**src/include/etc_pkg.sv**
```systemverilog
// package of constants and carrier types for the excitation timer control
package etc_pkg;
   // ***************************
   // register map (byte offsets)
   // ***************************
   localparam logic [7:0] CTRL_OFFSET = 8'h6C;
   localparam logic [7:0] CAPT_OFFSET = 8'h70;
   localparam logic [7:0] RELOAD_OFFSET = 8'h74;
   localparam logic [7:0] IRQ_STATUS_OFFSET = 8'h80;
   localparam logic [7:0] IRQ_ENABLE_OFFSET = 8'h84;
   localparam logic [7:0] IRQ_CLEAR_OFFSET = 8'h88;
   // *****************************
   // control register field layout
   // *****************************
   localparam int ZC_SEL_LSB = 30;
   localparam int SRC_SEL_BIT = 28;
   localparam int SOFT_TRIG_BIT = 24;
   localparam int CMP_EN_BIT = 21;
   localparam int IRQ_EN_BIT = 20;
   localparam int DMA_EN_BIT = 19;
   localparam int ADC_EN_BIT = 18;
   localparam int EDGE_SEL_BIT = 17;
   localparam int RUN_BIT = 16;
   localparam int CNT_W = 16;
   localparam logic [31:0] CTRL_RESET = 32'h0000_0000;
   localparam logic [15:0] CNT_RESET = 16'h0000;
   localparam logic [15:0] RELOAD_RESET = 16'h0002;
   // pulse select codes
   localparam logic [1:0] ZC_BOTH = 2'h0;
   localparam logic [1:0] ZC_RISE = 2'h1;
   localparam logic [1:0] ZC_FALL = 2'h2;
   localparam logic [1:0] ZC_NONE = 2'h3;
   // sticky event bit positions
   localparam int EV_ZC = 0;
   localparam int EV_CMP = 1;
   localparam int EV_RELOAD = 2;
   localparam int EV_W = 3;

   // control fields
   typedef struct packed {
      logic [1:0] zc_pulse_select;
      logic timer_zc_source_select;
      logic compare_enable;
      logic irq_enable;
      logic dma_req_enable;
      logic adc_trigger_enable;
      logic zc_edge_select;
      logic counter_run;
   } etc_ctrl_type;

   // APB answer group
   typedef struct packed {
      logic [31:0] prdata;
      logic pready;
      logic pslverr;
   } etc_apb_rsp_type;

   // state of the block apart from the pin synchronisers
   typedef struct packed {
      etc_ctrl_type ctrl;
      logic [15:0] reload;
      logic [15:0] capture;
      logic [15:0] counter;
      logic [15:0] period;
      logic zc_prev;
      logic soft_pend;
      logic cmp_hit;
      logic [EV_W-1:0] status;
      logic [EV_W-1:0] irq_mask;
      etc_apb_rsp_type rsp;
      logic zc_pulse;
      logic et_zc;
      logic irq;
      logic dma_req;
      logic adc_trig;
      logic sum_irq;
   } etc_state_type;
endpackage : etc_pkg

```
**src/core/etc_top.sv**
```systemverilog
// excitation timer control and status block with APB register access
`timescale 1ns/1ps
`default_nettype none
module etc_top (
   input wire logic pclk,
   input wire logic presetn,
   input wire logic psel,
   input wire logic penable,
   input wire logic pwrite,
   input wire logic [7:0] paddr,
   input wire logic [31:0] pwdata,
   input wire logic [3:0] pstrb,
   output logic [31:0] prdata,
   output logic pready,
   output logic pslverr,
   input wire logic zc_input,
   input wire logic zc_extracted,
   input wire logic [15:0] compare_value,
   output logic zc_pulse,
   output logic et_zc,
   output logic et_irq,
   output logic et_dma_req,
   output logic et_adc_trig,
   output logic irq
);
   etc_pkg::etc_state_type s_q, s_d;
   logic [1:0] zin_sync_q, zext_sync_q;
   logic zc_sel, zc_rise, zc_fall, et_edge, acc, wr, rd, cmp_match;
   logic [31:0] ctrl_word;

   // byte-lane merge for APB writes
   function automatic logic [31:0] merge(input logic [31:0] old,
                                         input logic [31:0] nw,
                                         input logic [3:0] strb);
      logic [31:0] r;
      r = old;
      for (int i = 0; i < 4; i++) begin
         if (strb[i]) begin
            r[i*8 +: 8] = nw[i*8 +: 8];
         end
      end
      return r;
   endfunction : merge

   // ****************************
   // pin synchronisers
   // ****************************
   // zc inputs come from analogue front end, so two flops each
   always_ff @(posedge pclk or negedge presetn) begin
      if (!presetn) begin
         zin_sync_q <= 2'h0;
         zext_sync_q <= 2'h0;
      end else begin
         zin_sync_q <= {zin_sync_q[0], zc_input};
         zext_sync_q <= {zext_sync_q[0], zc_extracted};
      end
   end

   // ****************************
   // control word view
   // ****************************
   // reserved and trigger bits are left zero on read
   always_comb begin
      ctrl_word = etc_pkg::CTRL_RESET;
      ctrl_word[etc_pkg::ZC_SEL_LSB +: 2] = s_q.ctrl.zc_pulse_select;
      ctrl_word[etc_pkg::SRC_SEL_BIT] = s_q.ctrl.timer_zc_source_select;
      ctrl_word[etc_pkg::SOFT_TRIG_BIT] = 1'b0;
      ctrl_word[etc_pkg::CMP_EN_BIT] = s_q.ctrl.compare_enable;
      ctrl_word[etc_pkg::IRQ_EN_BIT] = s_q.ctrl.irq_enable;
      ctrl_word[etc_pkg::DMA_EN_BIT] = s_q.ctrl.dma_req_enable;
      ctrl_word[etc_pkg::ADC_EN_BIT] = s_q.ctrl.adc_trigger_enable;
      ctrl_word[etc_pkg::EDGE_SEL_BIT] = s_q.ctrl.zc_edge_select;
      ctrl_word[etc_pkg::RUN_BIT] = s_q.ctrl.counter_run;
      ctrl_word[etc_pkg::CNT_W-1:0] = s_q.counter;
   end

   // ****************************
   // edge decode
   // ****************************
   // extracted source may jitter while tracking; no period filter here
   assign zc_sel = s_q.ctrl.timer_zc_source_select ? zext_sync_q[1]
                   : zin_sync_q[1];
   assign zc_rise = zc_sel & ~s_q.zc_prev;
   assign zc_fall = ~zc_sel & s_q.zc_prev;
   assign et_edge = s_q.ctrl.zc_edge_select ? zc_fall : zc_rise;
   assign acc = psel & penable;
   assign wr = acc & pwrite;
   assign rd = acc & ~pwrite;
   assign cmp_match = s_q.ctrl.compare_enable & s_q.ctrl.counter_run
                      & (s_q.period == compare_value);

   // ****************************
   // next-state logic
   // ****************************
   always_comb begin
      logic [31:0] m;
      logic [etc_pkg::EV_W-1:0] ev;
      m = 32'h0000_0000;
      ev = '0;
      s_d = s_q;
      s_d.zc_prev = zc_sel;
      s_d.soft_pend = 1'b0;
      // pulse shaping, one core clock wide
      case (s_q.ctrl.zc_pulse_select)
         etc_pkg::ZC_BOTH: s_d.zc_pulse = zc_rise | zc_fall;
         etc_pkg::ZC_RISE: s_d.zc_pulse = zc_rise;
         etc_pkg::ZC_FALL: s_d.zc_pulse = zc_fall;
         etc_pkg::ZC_NONE: s_d.zc_pulse = 1'b0;
         default: s_d.zc_pulse = 1'b0;
      endcase
      // timers: run high counts, run low parks the event timer on reload and holds the period
      if (s_q.ctrl.counter_run) begin
         s_d.counter = (s_q.counter == 16'h0000) ? s_q.reload
                       : 16'(s_q.counter - 16'h0001);
         s_d.period = 16'(s_q.period + 16'h0001);
         if (cmp_match) begin
            s_d.capture = s_q.period;
            s_d.period = 16'h0000;
         end else if (et_edge) begin
            s_d.capture = s_q.period;
            s_d.period = 16'h0000;
         end
      end else begin
         s_d.counter = s_q.reload;
      end
      s_d.cmp_hit = cmp_match;
      // outputs: soft trigger joins the timer zc strobe
      s_d.et_zc = (s_q.ctrl.counter_run & et_edge) | s_q.soft_pend;
      s_d.irq = s_q.cmp_hit & s_q.ctrl.irq_enable;
      s_d.dma_req = s_q.cmp_hit & s_q.ctrl.dma_req_enable;
      s_d.adc_trig = s_q.et_zc & s_q.ctrl.adc_trigger_enable;
      ev[etc_pkg::EV_ZC] = s_q.zc_pulse;
      ev[etc_pkg::EV_CMP] = s_q.cmp_hit;
      ev[etc_pkg::EV_RELOAD] = s_q.ctrl.counter_run
                               & (s_q.counter == 16'h0000);
      // APB: one wait state, answer registered in the cycle after the first access cycle
      s_d.rsp.pready = acc & ~s_q.rsp.pready;
      s_d.rsp.pslverr = 1'b0;
      s_d.rsp.prdata = 32'h0000_0000;
      if (wr & ~s_q.rsp.pready) begin
         case (paddr)
            etc_pkg::CTRL_OFFSET: begin
               m = merge(ctrl_word, pwdata, pstrb);
               s_d.ctrl.zc_pulse_select = m[etc_pkg::ZC_SEL_LSB +: 2];
               s_d.ctrl.timer_zc_source_select = m[etc_pkg::SRC_SEL_BIT];
               s_d.ctrl.compare_enable = m[etc_pkg::CMP_EN_BIT];
               s_d.ctrl.irq_enable = m[etc_pkg::IRQ_EN_BIT];
               s_d.ctrl.dma_req_enable = m[etc_pkg::DMA_EN_BIT];
               s_d.ctrl.adc_trigger_enable = m[etc_pkg::ADC_EN_BIT];
               s_d.ctrl.zc_edge_select = m[etc_pkg::EDGE_SEL_BIT];
               s_d.ctrl.counter_run = m[etc_pkg::RUN_BIT];
               s_d.soft_pend = pstrb[3]
                               & pwdata[etc_pkg::SOFT_TRIG_BIT];
            end
            etc_pkg::RELOAD_OFFSET: begin
               m = merge({16'h0000, s_q.reload}, pwdata, pstrb);
               s_d.reload = m[15:0];
            end
            etc_pkg::IRQ_ENABLE_OFFSET: begin
               m = merge({29'h0, s_q.irq_mask}, pwdata, pstrb);
               s_d.irq_mask = m[etc_pkg::EV_W-1:0];
            end
            etc_pkg::IRQ_CLEAR_OFFSET: begin
               if (pstrb[0]) begin
                  s_d.status = s_q.status & ~pwdata[etc_pkg::EV_W-1:0];
               end
            end
            etc_pkg::CAPT_OFFSET, etc_pkg::IRQ_STATUS_OFFSET: ;
            default: s_d.rsp.pslverr = 1'b1;
         endcase
      end else if (rd & ~s_q.rsp.pready) begin
         case (paddr)
            etc_pkg::CTRL_OFFSET: s_d.rsp.prdata = ctrl_word;
            etc_pkg::CAPT_OFFSET:
               s_d.rsp.prdata = {s_q.capture, compare_value};
            etc_pkg::RELOAD_OFFSET:
               s_d.rsp.prdata = {s_q.period, s_q.reload};
            etc_pkg::IRQ_STATUS_OFFSET:
               s_d.rsp.prdata = {29'h0, s_q.status};
            etc_pkg::IRQ_ENABLE_OFFSET:
               s_d.rsp.prdata = {29'h0, s_q.irq_mask};
            etc_pkg::IRQ_CLEAR_OFFSET: s_d.rsp.prdata = 32'h0000_0000;
            default: s_d.rsp.pslverr = 1'b1;
         endcase
      end
      // set wins over a clear in the same cycle
      s_d.status = s_d.status | ev;
      s_d.sum_irq = |(s_d.status & s_q.irq_mask);
   end

   // ****************************
   // state register
   // ****************************
   always_ff @(posedge pclk or negedge presetn) begin
      if (!presetn) begin
         s_q <= '0;
         s_q.reload <= etc_pkg::RELOAD_RESET;
      end else begin
         s_q <= s_d;
      end
   end

   assign prdata = s_q.rsp.prdata;
   assign pready = s_q.rsp.pready;
   assign pslverr = s_q.rsp.pslverr;
   assign zc_pulse = s_q.zc_pulse;
   assign et_zc = s_q.et_zc;
   assign et_irq = s_q.irq;
   assign et_dma_req = s_q.dma_req;
   assign et_adc_trig = s_q.adc_trig;
   assign irq = s_q.sum_irq;

   // ****************************
   // assertions
   // ****************************
   // pulse shaping follows the select code of the cycle before
   a_zc_none_quiet: assert property (
      @(posedge pclk) disable iff (!presetn)
      $past(s_q.ctrl.zc_pulse_select) == etc_pkg::ZC_NONE |-> !zc_pulse)
      else $error("zc pulse while suppressed");
   a_zc_pulse_single: assert property (
      @(posedge pclk) disable iff (!presetn)
      zc_pulse |=> !zc_pulse)
      else $error("zc pulse wider than one cycle");
   a_zc_rise_only: assert property (
      @(posedge pclk) disable iff (!presetn)
      $past(s_q.ctrl.zc_pulse_select) == etc_pkg::ZC_RISE && zc_pulse
      |-> $past(zc_rise))
      else $error("zc pulse without a rising edge");
   a_zc_fall_only: assert property (
      @(posedge pclk) disable iff (!presetn)
      $past(s_q.ctrl.zc_pulse_select) == etc_pkg::ZC_FALL && zc_pulse
      |-> $past(zc_fall))
      else $error("zc pulse without a falling edge");
   a_zc_both_edges: assert property (
      @(posedge pclk) disable iff (!presetn)
      $past(s_q.ctrl.zc_pulse_select) == etc_pkg::ZC_BOTH
      && $past(zc_rise || zc_fall) |-> zc_pulse)
      else $error("zc edge without pulse");

   // source select: the edge detector follows the chosen pin
   a_src_extracted: assert property (
      @(posedge pclk) disable iff (!presetn)
      s_q.ctrl.timer_zc_source_select
      |=> s_q.zc_prev == $past(zext_sync_q[1]))
      else $error("extracted source not followed");
   a_src_input: assert property (
      @(posedge pclk) disable iff (!presetn)
      !s_q.ctrl.timer_zc_source_select
      |=> s_q.zc_prev == $past(zin_sync_q[1]))
      else $error("input source not followed");
   a_edge_strobe: assert property (
      @(posedge pclk) disable iff (!presetn)
      s_q.ctrl.counter_run && et_edge |=> et_zc)
      else $error("selected edge gave no strobe");
   a_et_zc_cause: assert property (
      @(posedge pclk) disable iff (!presetn)
      et_zc |-> $past(s_q.soft_pend)
      || $past(s_q.ctrl.counter_run && et_edge))
      else $error("timer strobe without cause");
   a_soft_pulse: assert property (
      @(posedge pclk) disable iff (!presetn)
      s_q.soft_pend |=> et_zc ##1 (!et_zc || $past(s_q.soft_pend)
      || $past(et_edge)))
      else $error("soft trigger pulse wrong");

   // timers: stop freezes and reloads, run counts
   a_stop_reload: assert property (
      @(posedge pclk) disable iff (!presetn)
      !s_q.ctrl.counter_run ##1 !s_q.ctrl.counter_run
      |-> s_q.counter == $past(s_q.reload))
      else $error("stopped counter not reloaded");
   a_halt_period: assert property (
      @(posedge pclk) disable iff (!presetn)
      !s_q.ctrl.counter_run |=> s_q.period == $past(s_q.period))
      else $error("period timer moved while stopped");
   a_run_count: assert property (
      @(posedge pclk) disable iff (!presetn)
      s_q.ctrl.counter_run && !cmp_match && !et_edge
      |=> s_q.period == 16'($past(s_q.period) + 16'h0001))
      else $error("period timer not counting");
   a_run_down: assert property (
      @(posedge pclk) disable iff (!presetn)
      s_q.ctrl.counter_run && s_q.counter != 16'h0000
      |=> s_q.counter == 16'($past(s_q.counter) - 16'h0001))
      else $error("event timer not counting");

   // compare match and the gated requests
   a_cmp_off: assert property (
      @(posedge pclk) disable iff (!presetn)
      $past(!s_q.ctrl.compare_enable) |-> !s_q.cmp_hit)
      else $error("compare match while disabled");
   a_match_clear: assert property (
      @(posedge pclk) disable iff (!presetn)
      cmp_match |=> s_q.period == 16'h0000
      ##1 s_q.irq == $past(s_q.ctrl.irq_enable))
      else $error("compare match handling wrong");
   a_cmp_capture: assert property (
      @(posedge pclk) disable iff (!presetn)
      cmp_match |=> s_q.capture == $past(s_q.period))
      else $error("compare match not captured");
   a_irq_gate: assert property (
      @(posedge pclk) disable iff (!presetn)
      et_irq |-> $past(s_q.ctrl.irq_enable) && $past(s_q.cmp_hit))
      else $error("irq without enable");
   a_dma_gate: assert property (
      @(posedge pclk) disable iff (!presetn)
      et_dma_req |-> $past(s_q.ctrl.dma_req_enable))
      else $error("dma request without enable");
   a_dma_timing: assert property (
      @(posedge pclk) disable iff (!presetn)
      s_q.cmp_hit && s_q.ctrl.dma_req_enable |=> et_dma_req)
      else $error("enabled dma request missing");
   a_adc_gate: assert property (
      @(posedge pclk) disable iff (!presetn)
      et_adc_trig |-> $past(s_q.ctrl.adc_trigger_enable))
      else $error("adc trigger without enable");
   a_adc_timing: assert property (
      @(posedge pclk) disable iff (!presetn)
      et_zc && s_q.ctrl.adc_trigger_enable |=> et_adc_trig)
      else $error("enabled adc trigger missing");

   // register view and bus answer, checked on what leaves the block
   a_trig_reads0: assert property (
      @(posedge pclk) disable iff (!presetn)
      pready && $past(!pwrite) && $past(paddr) == etc_pkg::CTRL_OFFSET
      |-> !prdata[etc_pkg::SOFT_TRIG_BIT])
      else $error("trigger bit read nonzero");
   a_resv_read0: assert property (
      @(posedge pclk) disable iff (!presetn)
      pready && $past(!pwrite) && $past(paddr) == etc_pkg::CTRL_OFFSET
      |-> (prdata & 32'h2EC0_0000) == 32'h0000_0000)
      else $error("reserved bits read nonzero");
   a_cnt_read: assert property (
      @(posedge pclk) disable iff (!presetn)
      pready && $past(!pwrite) && $past(paddr) == etc_pkg::CTRL_OFFSET
      |-> prdata[etc_pkg::CNT_W-1:0] == $past(s_q.counter))
      else $error("counter field not live");
   a_ready_single: assert property (
      @(posedge pclk) disable iff (!presetn)
      pready |=> !pready)
      else $error("pready held for two cycles");
   a_err_pair: assert property (
      @(posedge pclk) disable iff (!presetn)
      pslverr |-> pready)
      else $error("pslverr without pready");
   a_irq_level: assert property (
      @(posedge pclk) disable iff (!presetn)
      irq == |(s_q.status & $past(s_q.irq_mask)))
      else $error("summary irq level wrong");

   // main scenarios
   c_match: cover property (@(posedge pclk) cmp_match ##2 et_irq);
   c_soft: cover property (@(posedge pclk) s_q.soft_pend ##1 et_zc);
   c_fall: cover property (@(posedge pclk) zc_fall ##1 zc_pulse);
   c_dma: cover property (@(posedge pclk) et_dma_req);
   c_clear: cover property (@(posedge pclk)
      wr && paddr == etc_pkg::IRQ_CLEAR_OFFSET);
endmodule : etc_top
`default_nettype wire

```
**config.mk**
```make
export PLATFORM = sky130hd
export DESIGN_NAME = etc_top
export DESIGN_NICKNAME = d
export VERILOG_FILES = /design/src/include/etc_pkg.sv /design/src/core/etc_top.sv
export SDC_FILE = /design/constraint.sdc
export NUM_CORES = 1
export LEC_CHECK = 0
export ABC_AREA = 1
export BUFFER_PORTS_ARGS = -buffer_cell sky130_fd_sc_hd__buf_2
export CELL_PAD_IN_SITES_DETAIL_PLACEMENT = 0
export CELL_PAD_IN_SITES_GLOBAL_PLACEMENT = 1
export CORE_ASPECT_RATIO = 1.4
export CORE_MARGIN = 3
export CORE_UTILIZATION = 35
export CTS_CLUSTER_SIZE = 20
export DETAILED_ROUTE_END_ITERATION = 8
export PLACE_DENSITY = 0.77
export SYNTH_ARGS = -nofsm -noshare
export SYNTH_HDL_FRONTEND = slang
export SYNTH_SLANG_ARGS = --single-unit
```
**constraint.sdc**
```tcl
create_clock -name pclk -period 6.2 [get_ports pclk]
set_clock_uncertainty 0.05 [all_clocks]
set_input_delay 1.24 -clock pclk [delete_from_list [all_inputs] [get_ports pclk]]
set_output_delay 1.24 -clock pclk [all_outputs]
set_load 0.01 [all_outputs]
```
* Word-level counts from Yosys, hierarchy flattened
Cells that the tools add are included.
** Word-level totals
- Bits in writable memories :: 0
- Bits in latches :: 0
- Logic and storage cells :: 100
- Bits in registers :: 126
- ROM bits :: 0
- Memories kept :: 0
- Input bits :: 67
** Cells by class
- Muxes and demuxes :: 22
- Add/subtract/negate cells :: 2
- Bitwise operators :: 26
- Reductions and logical operators :: 11
- Div/mod/pow operators :: 0
- Order comparisons :: 0
- Equality and inequality tests :: 10
- Shifts and indexed selects :: 0
- Multiply operators :: 0
** Operators with widths (count)
- 32-bit one-hot mux with 5 select lines :: 1
- 16-bit two-way mux :: 6
- 32-bit two-way mux :: 2
- 8-bit by 7-bit equality test with 1-bit output, second input constant :: 3
- 8-bit equality test, second input constant :: 3
- 16-bit by 1-bit adder with 16-bit output, second input constant :: 1
- 1-bit bitwise AND :: 16
- 16-bit equality test :: 1
- 16-bit zero test :: 1
- 16-bit by 1-bit subtractor with 16-bit output, second input constant :: 1
- 3-bit AND reduction :: 5
- 3-bit two-way mux :: 4
- 1-bit two-way mux :: 7
- 3-bit bitwise AND :: 2
- 6-bit two-way mux :: 1
- 6-bit OR reduction :: 1
- 2-bit equality test, second input constant :: 2
- 1-bit NOT :: 4
- 1-bit one-hot mux with 4 select lines :: 1
- 3-bit NOT :: 1
- 3-bit OR :: 1
- 3-bit OR reduction :: 1
- 2-bit by 1-bit equality test with 1-bit output, second input constant :: 1
- 2-bit zero test :: 1
- other kinds (3) :: 4

* Depth between registers and ports, before layout
- Depth in word-level cells :: 8
- Depth in mapped cells :: 13

* Least setup slack after synthesis
Ideal clock, no wire load.
- Kind :: input to register
- From :: input paddr[1]
- To :: register s_q (netlist bit ctrl_word[20])
- Cell stages on the path :: 7
- Required time :: 6.033 ns
- Setup slack :: 3.824 ns
- Arrival time :: 2.209 ns
- Cells stage by stage :: nor2_4 nand3_2 nor4_4 nand4_2 buf_4 nand2_1 o21ai_2
** On the way
- Longest elaborated chain between the ends :: 2
** Ends and longest elaborated chain
- start, declared :: RTL line etc_top.sv:10 : input wire logic [7:0] paddr,
- 8-bit by 7-bit equality test with 1-bit output :: RTL line etc_top.sv:141 : case (paddr)
- 3-bit AND reduction (no source line)
- end, declared :: RTL line etc_top.sv:26 : etc_pkg::etc_state_type s_q, s_d;
No other way between the ends.
A chain may end at the register's enable or synchronous reset.

==> impl_results.html <==
<table>
<tr><th>Metric</th><th>Value</th></tr>
<tr><th colspan="2">Timing</th></tr>
<tr><td>Unrepaired setup endpoints after global routing</td><td>no</td></tr>
<tr><td>Maximum frequency from static timing analysis</td><td>351 MHz</td></tr>
<tr><td>Number of hold violations in the final report</td><td>0</td></tr>
<tr><td>Clock period minus worst slack</td><td>2850 ps</td></tr>
<tr><td>Measured slew at the worst slew-check pin</td><td>910 ps</td></tr>
<tr><td>Setup WS post-layout</td><td>3350 ps</td></tr>
<tr><td>Total Neg Setup Slack</td><td>0 ps</td></tr>
<tr><td>Final Setup Violations</td><td>0</td></tr>
<tr><td>Max-slew headroom at the worst pin</td><td>0.393</td></tr>
<tr><td>Portion of the clock cycle consumed by the worst path in the final layout</td><td>0.460</td></tr>
<tr><td>Count of final max-slew check failures</td><td>0</td></tr>
<tr><th colspan="2">CTS</th></tr>
<tr><td>Clock buffers created by TritonCTS</td><td>17</td></tr>
<tr><td>Number of hold buffers added after cts</td><td>0</td></tr>
<tr><td>Number of resized instances in the post-cts repair step</td><td>0</td></tr>
<tr><td>Maximum clock path buffer count</td><td>2</td></tr>
<tr><td>H-tree levels</td><td>4</td></tr>
<tr><td>Cell chosen for the clock root</td><td>sky130_fd_sc_hd__clkbuf_16</td></tr>
<tr><td>Setup Fix Bufs, Post-CTS</td><td>0</td></tr>
<tr><td>Clock tree from TritonCTS</td><td>done</td></tr>
<tr><td>Clock Sinks</td><td>126</td></tr>
<tr><td>Clock insertion delay at the later pin of the skew report</td><td>420 ps</td></tr>
<tr><td>Clock transition at the registers of the reported paths</td><td>70 ps</td></tr>
<tr><th colspan="2">Detailed routing</th></tr>
<tr><td>Drt first pass iters</td><td>4</td></tr>
<tr><td>Wirelength per Cell</td><td>15.7 µm</td></tr>
<tr><td>Detailed Route WL</td><td>17.4 mm</td></tr>
<tr><td>Routed via count divided by cell count</td><td>4.68</td></tr>
<tr><td>Starting DRC count in detailed routing</td><td>332</td></tr>
<tr><td>Antenna violation net count after detailed routing</td><td>0</td></tr>
<tr><td>Vias</td><td>5185</td></tr>
<tr><td>DRC violation count after routing</td><td>0</td></tr>
<tr><th colspan="2">Floorplan</th></tr>
<tr><td>Die footprint</td><td>20100 µm²</td></tr>
<tr><td>Core area</td><td>18000 µm²</td></tr>
<tr><td>Chip height</td><td>166 µm</td></tr>
<tr><td>Horizontal die dimension</td><td>121 µm</td></tr>
<tr><td>Initial Utilization</td><td>0.357</td></tr>
<tr><td>Ports placed on the boundary</td><td>107</td></tr>
<tr><td>Cell Rows</td><td>58</td></tr>
<tr><th colspan="2">Logic synthesis</th></tr>
<tr><td>Total of warnings raised by yosys</td><td>0</td></tr>
<tr><td>Sequential cell area fraction in the yosys report</td><td>0.490</td></tr>
<tr><td>Combinational family with the most area after synthesis</td><td>simple AND/OR/NAND/NOR gates</td></tr>
<tr><td>Average instance area after synthesis</td><td>8.14 µm²</td></tr>
<tr><td>Flip-flop and latch count after synthesis</td><td>126</td></tr>
<tr><td>Adder-cell area share of the yosys netlist</td><td>0.00972</td></tr>
<tr><td>Number of library cell types mapped by synthesis</td><td>37</td></tr>
<tr><td>Portion of netlist area occupied by mux cells</td><td>0.00175</td></tr>
<tr><td>Post-synthesis xor/xnor area fraction</td><td>0.0245</td></tr>
<tr><td>Simple-gate area share of the yosys netlist</td><td>0.242</td></tr>
<tr><td>Syn nets</td><td>862</td></tr>
<tr><td>Synthesized instance count</td><td>790</td></tr>
<tr><td>Combined area of all synthesized cells</td><td>6430 µm²</td></tr>
<tr><td>Complex-gate fraction of the synthesized area</td><td>0.112</td></tr>
<tr><th colspan="2">GRT</th></tr>
<tr><td>Number of global-route vias before repair</td><td>5336</td></tr>
<tr><td>First-pass GRT wire length</td><td>28.1 mm</td></tr>
<tr><td>Maximum number of pins on one net before global-route repair</td><td>73</td></tr>
<tr><td>Overall track demand over capacity in global routing</td><td>0.181</td></tr>
<tr><td>Aggregate global routing overflow</td><td>0</td></tr>
<tr><td>Number of antenna violations at the first check in global routing</td><td>0</td></tr>
<tr><th colspan="2">Cells and area</th></tr>
<tr><td>Final net count</td><td>928</td></tr>
<tr><td>Commonest cells after routing, fill and taps aside</td><td>194 x sky130_fd_sc_hd__nand2_1, 125 x sky130_fd_sc_hd__dfrtp_1, 99 x sky130_fd_sc_hd__buf_2, 92 x sky130_fd_sc_hd__inv_1, 82 x sky130_fd_sc_hd__nor2_1</td></tr>
<tr><td>Post-route design area</td><td>7450 µm²</td></tr>
<tr><td>Util after Layout</td><td>0.414</td></tr>
<tr><td>Filler Cells Inserted</td><td>1913</td></tr>
<tr><td>Number of diodes</td><td>0</td></tr>
<tr><td>Layout Area Growth over Synthesis</td><td>15.8%</td></tr>
<tr><td>Most common library cell in the layout ignoring fill and taps</td><td>sky130_fd_sc_hd__nand2_1</td></tr>
<tr><td>Final standard cell count with taps included and fillers excluded</td><td>1109</td></tr>
<tr><td>Share of final-layout standard cells stronger than drive strength 1</td><td>0.199</td></tr>
<tr><th colspan="2">Placement</th></tr>
<tr><td>Final estimated routing congestion in global placement</td><td>0.882</td></tr>
<tr><td>Pre-CTS setup slack</td><td>2900 ps</td></tr>
<tr><td>Dpl hpwl</td><td>12.9 mm</td></tr>
<tr><td>Cell total after placement</td><td>1077</td></tr>
<tr><td>Placed inst area</td><td>6850 µm²</td></tr>
<tr><td>Number of port buffers</td><td>100</td></tr>
<tr><th colspan="2">Run</th></tr>
<tr><td>Maxcap violations</td><td>0</td></tr>
<tr><th colspan="2">Run status</th></tr>
<tr><td>Outcome</td><td>finished clean</td></tr>
<tr><th colspan="2">Worst setup path</th></tr>
<tr><td>Sort of element at the end of the critical path</td><td>register</td></tr>
<tr><td>Maximum fanout along the worst path</td><td>18</td></tr>
<tr><td>Arrival time of data at the critical path endpoint</td><td>3140 ps</td></tr>
<tr><td>Startpoint type of the worst setup path</td><td>input port</td></tr>
<tr><td>Required time of the critical path</td><td>6490 ps</td></tr>
<tr><td>Critical path class</td><td>input port to register</td></tr>
<tr><th colspan="2">Pwr</th></tr>
<tr><td>Leakage</td><td>3.83 nW</td></tr>
<tr><td>Maximum vdd ir drop</td><td>163 µV</td></tr>
<tr><td>P per Cell Area</td><td>280 nW/µm²</td></tr>
<tr><th colspan="2">Hold path</th></tr>
<tr><td>Kind of path behind the tightest hold check</td><td>register to register</td></tr>
</table>
sequential cells by signal, summed over array words and instances (netlist names):
name / count
s_q: 57
prdata: 32
ctrl_word: 25
zext_sync_q: 2
zin_sync_q: 2
et_adc_trig: 1
et_dma_req: 1
et_irq: 1
et_zc: 1
irq: 1
pready: 1
pslverr: 1
zc_pulse: 1
report_power, final:
part	internal [mW]	switching, mW
combinational	0.0606	0.122
sequential	0.850	0.0394
clock	0.604	0.411
final timing paths:
path                                 from              to  slack (ps)  cells past startpoint
setup / recovery                 paddr[1]      prdata[31]        3350                     10
hold / removal             zext_sync_q[0]  zext_sync_q[1]         300                      0
setup reg to reg            ctrl_word[28]         s_q[81]        3540                     10
hold reg to reg            zext_sync_q[0]  zext_sync_q[1]         300                      0
max in group asynchronous         presetn   ctrl_word[16]        3920                      2
min in group asynchronous         presetn        s_q[105]         900                      1
through the flow:
step / power (mW) / hold slack (ps)
final: 2.09 / 298
after global routing: 2.18 / 314
after CTS: 2.10 / 301
after detailed placement: 1.09 / 286
after global placement: 1.09 / 283
after floorplan: 1.01 / 281
routing by layer:
layer	up-vias	global-route usage	wire, µm	share of wire
met1	2429	0.214	6970	0.40
met4	0	0.0582	380	0.022
met2	107	0.327	9320	0.54
met3	26	0.0357	743	0.043
met5	-	0	0	0
li1	2623	-	-	-
cell families (layout without fill, tap and decap cells):
logic type	Yosys count	after routing
and+or+nand+nor	355	355
buffers and inverters	153	232
AOI/OAI and AO/OA	132	132
DFF	126	126
xor gates and xnor gates	18	18
adders and majority gates	5	5
muxes	1	1
critical path: stages:
cell and delay (ps):
sky130_fd_sc_hd__buf_2 110, sky130_fd_sc_hd__nor2_4 150, sky130_fd_sc_hd__nand2_1 80, sky130_fd_sc_hd__nor2_2 230, sky130_fd_sc_hd__nand2_1 420, sky130_fd_sc_hd__inv_2 460, sky130_fd_sc_hd__nand2_1 80, sky130_fd_sc_hd__o21ai_0 170
sky130_fd_sc_hd__a21oi_1 70, sky130_fd_sc_hd__nor2_1 100
cell usage after synthesis, drive strengths merged:
library cell,instances,area share
o22ai,11,0.011
nand3,39,0.032
clkbuf,4,0.0023
or2,2,0.0019
xnor2,4,0.0054
a21oi,55,0.046
nor4,2,0.0043
mux2,1,0.0018
nand4,16,0.019
nor2,88,0.057
buf,51,0.060
dfstp,1,0.0041
a31oi,2,0.0019
o21bai,1,0.0012
o211ai,1,0.0012
o21ai,62,0.052
inv,98,0.058
xor2,14,0.019
dfrtp,125,0.49
nand2,201,0.12
nor3,7,0.0054
ha,5,0.0097
cell type report:
class                      count  area [µm²]  share of cell area
sequential                   126        3150               0.423
multi-input combinational    511        2510               0.337
timing repair buffer         102         518              0.0695
clock buffer                  17         425              0.0571
inverter                      98         370              0.0497
tap                          240         300              0.0403
clock inverter                15         175              0.0235
(Power assumes the default switching activity.)
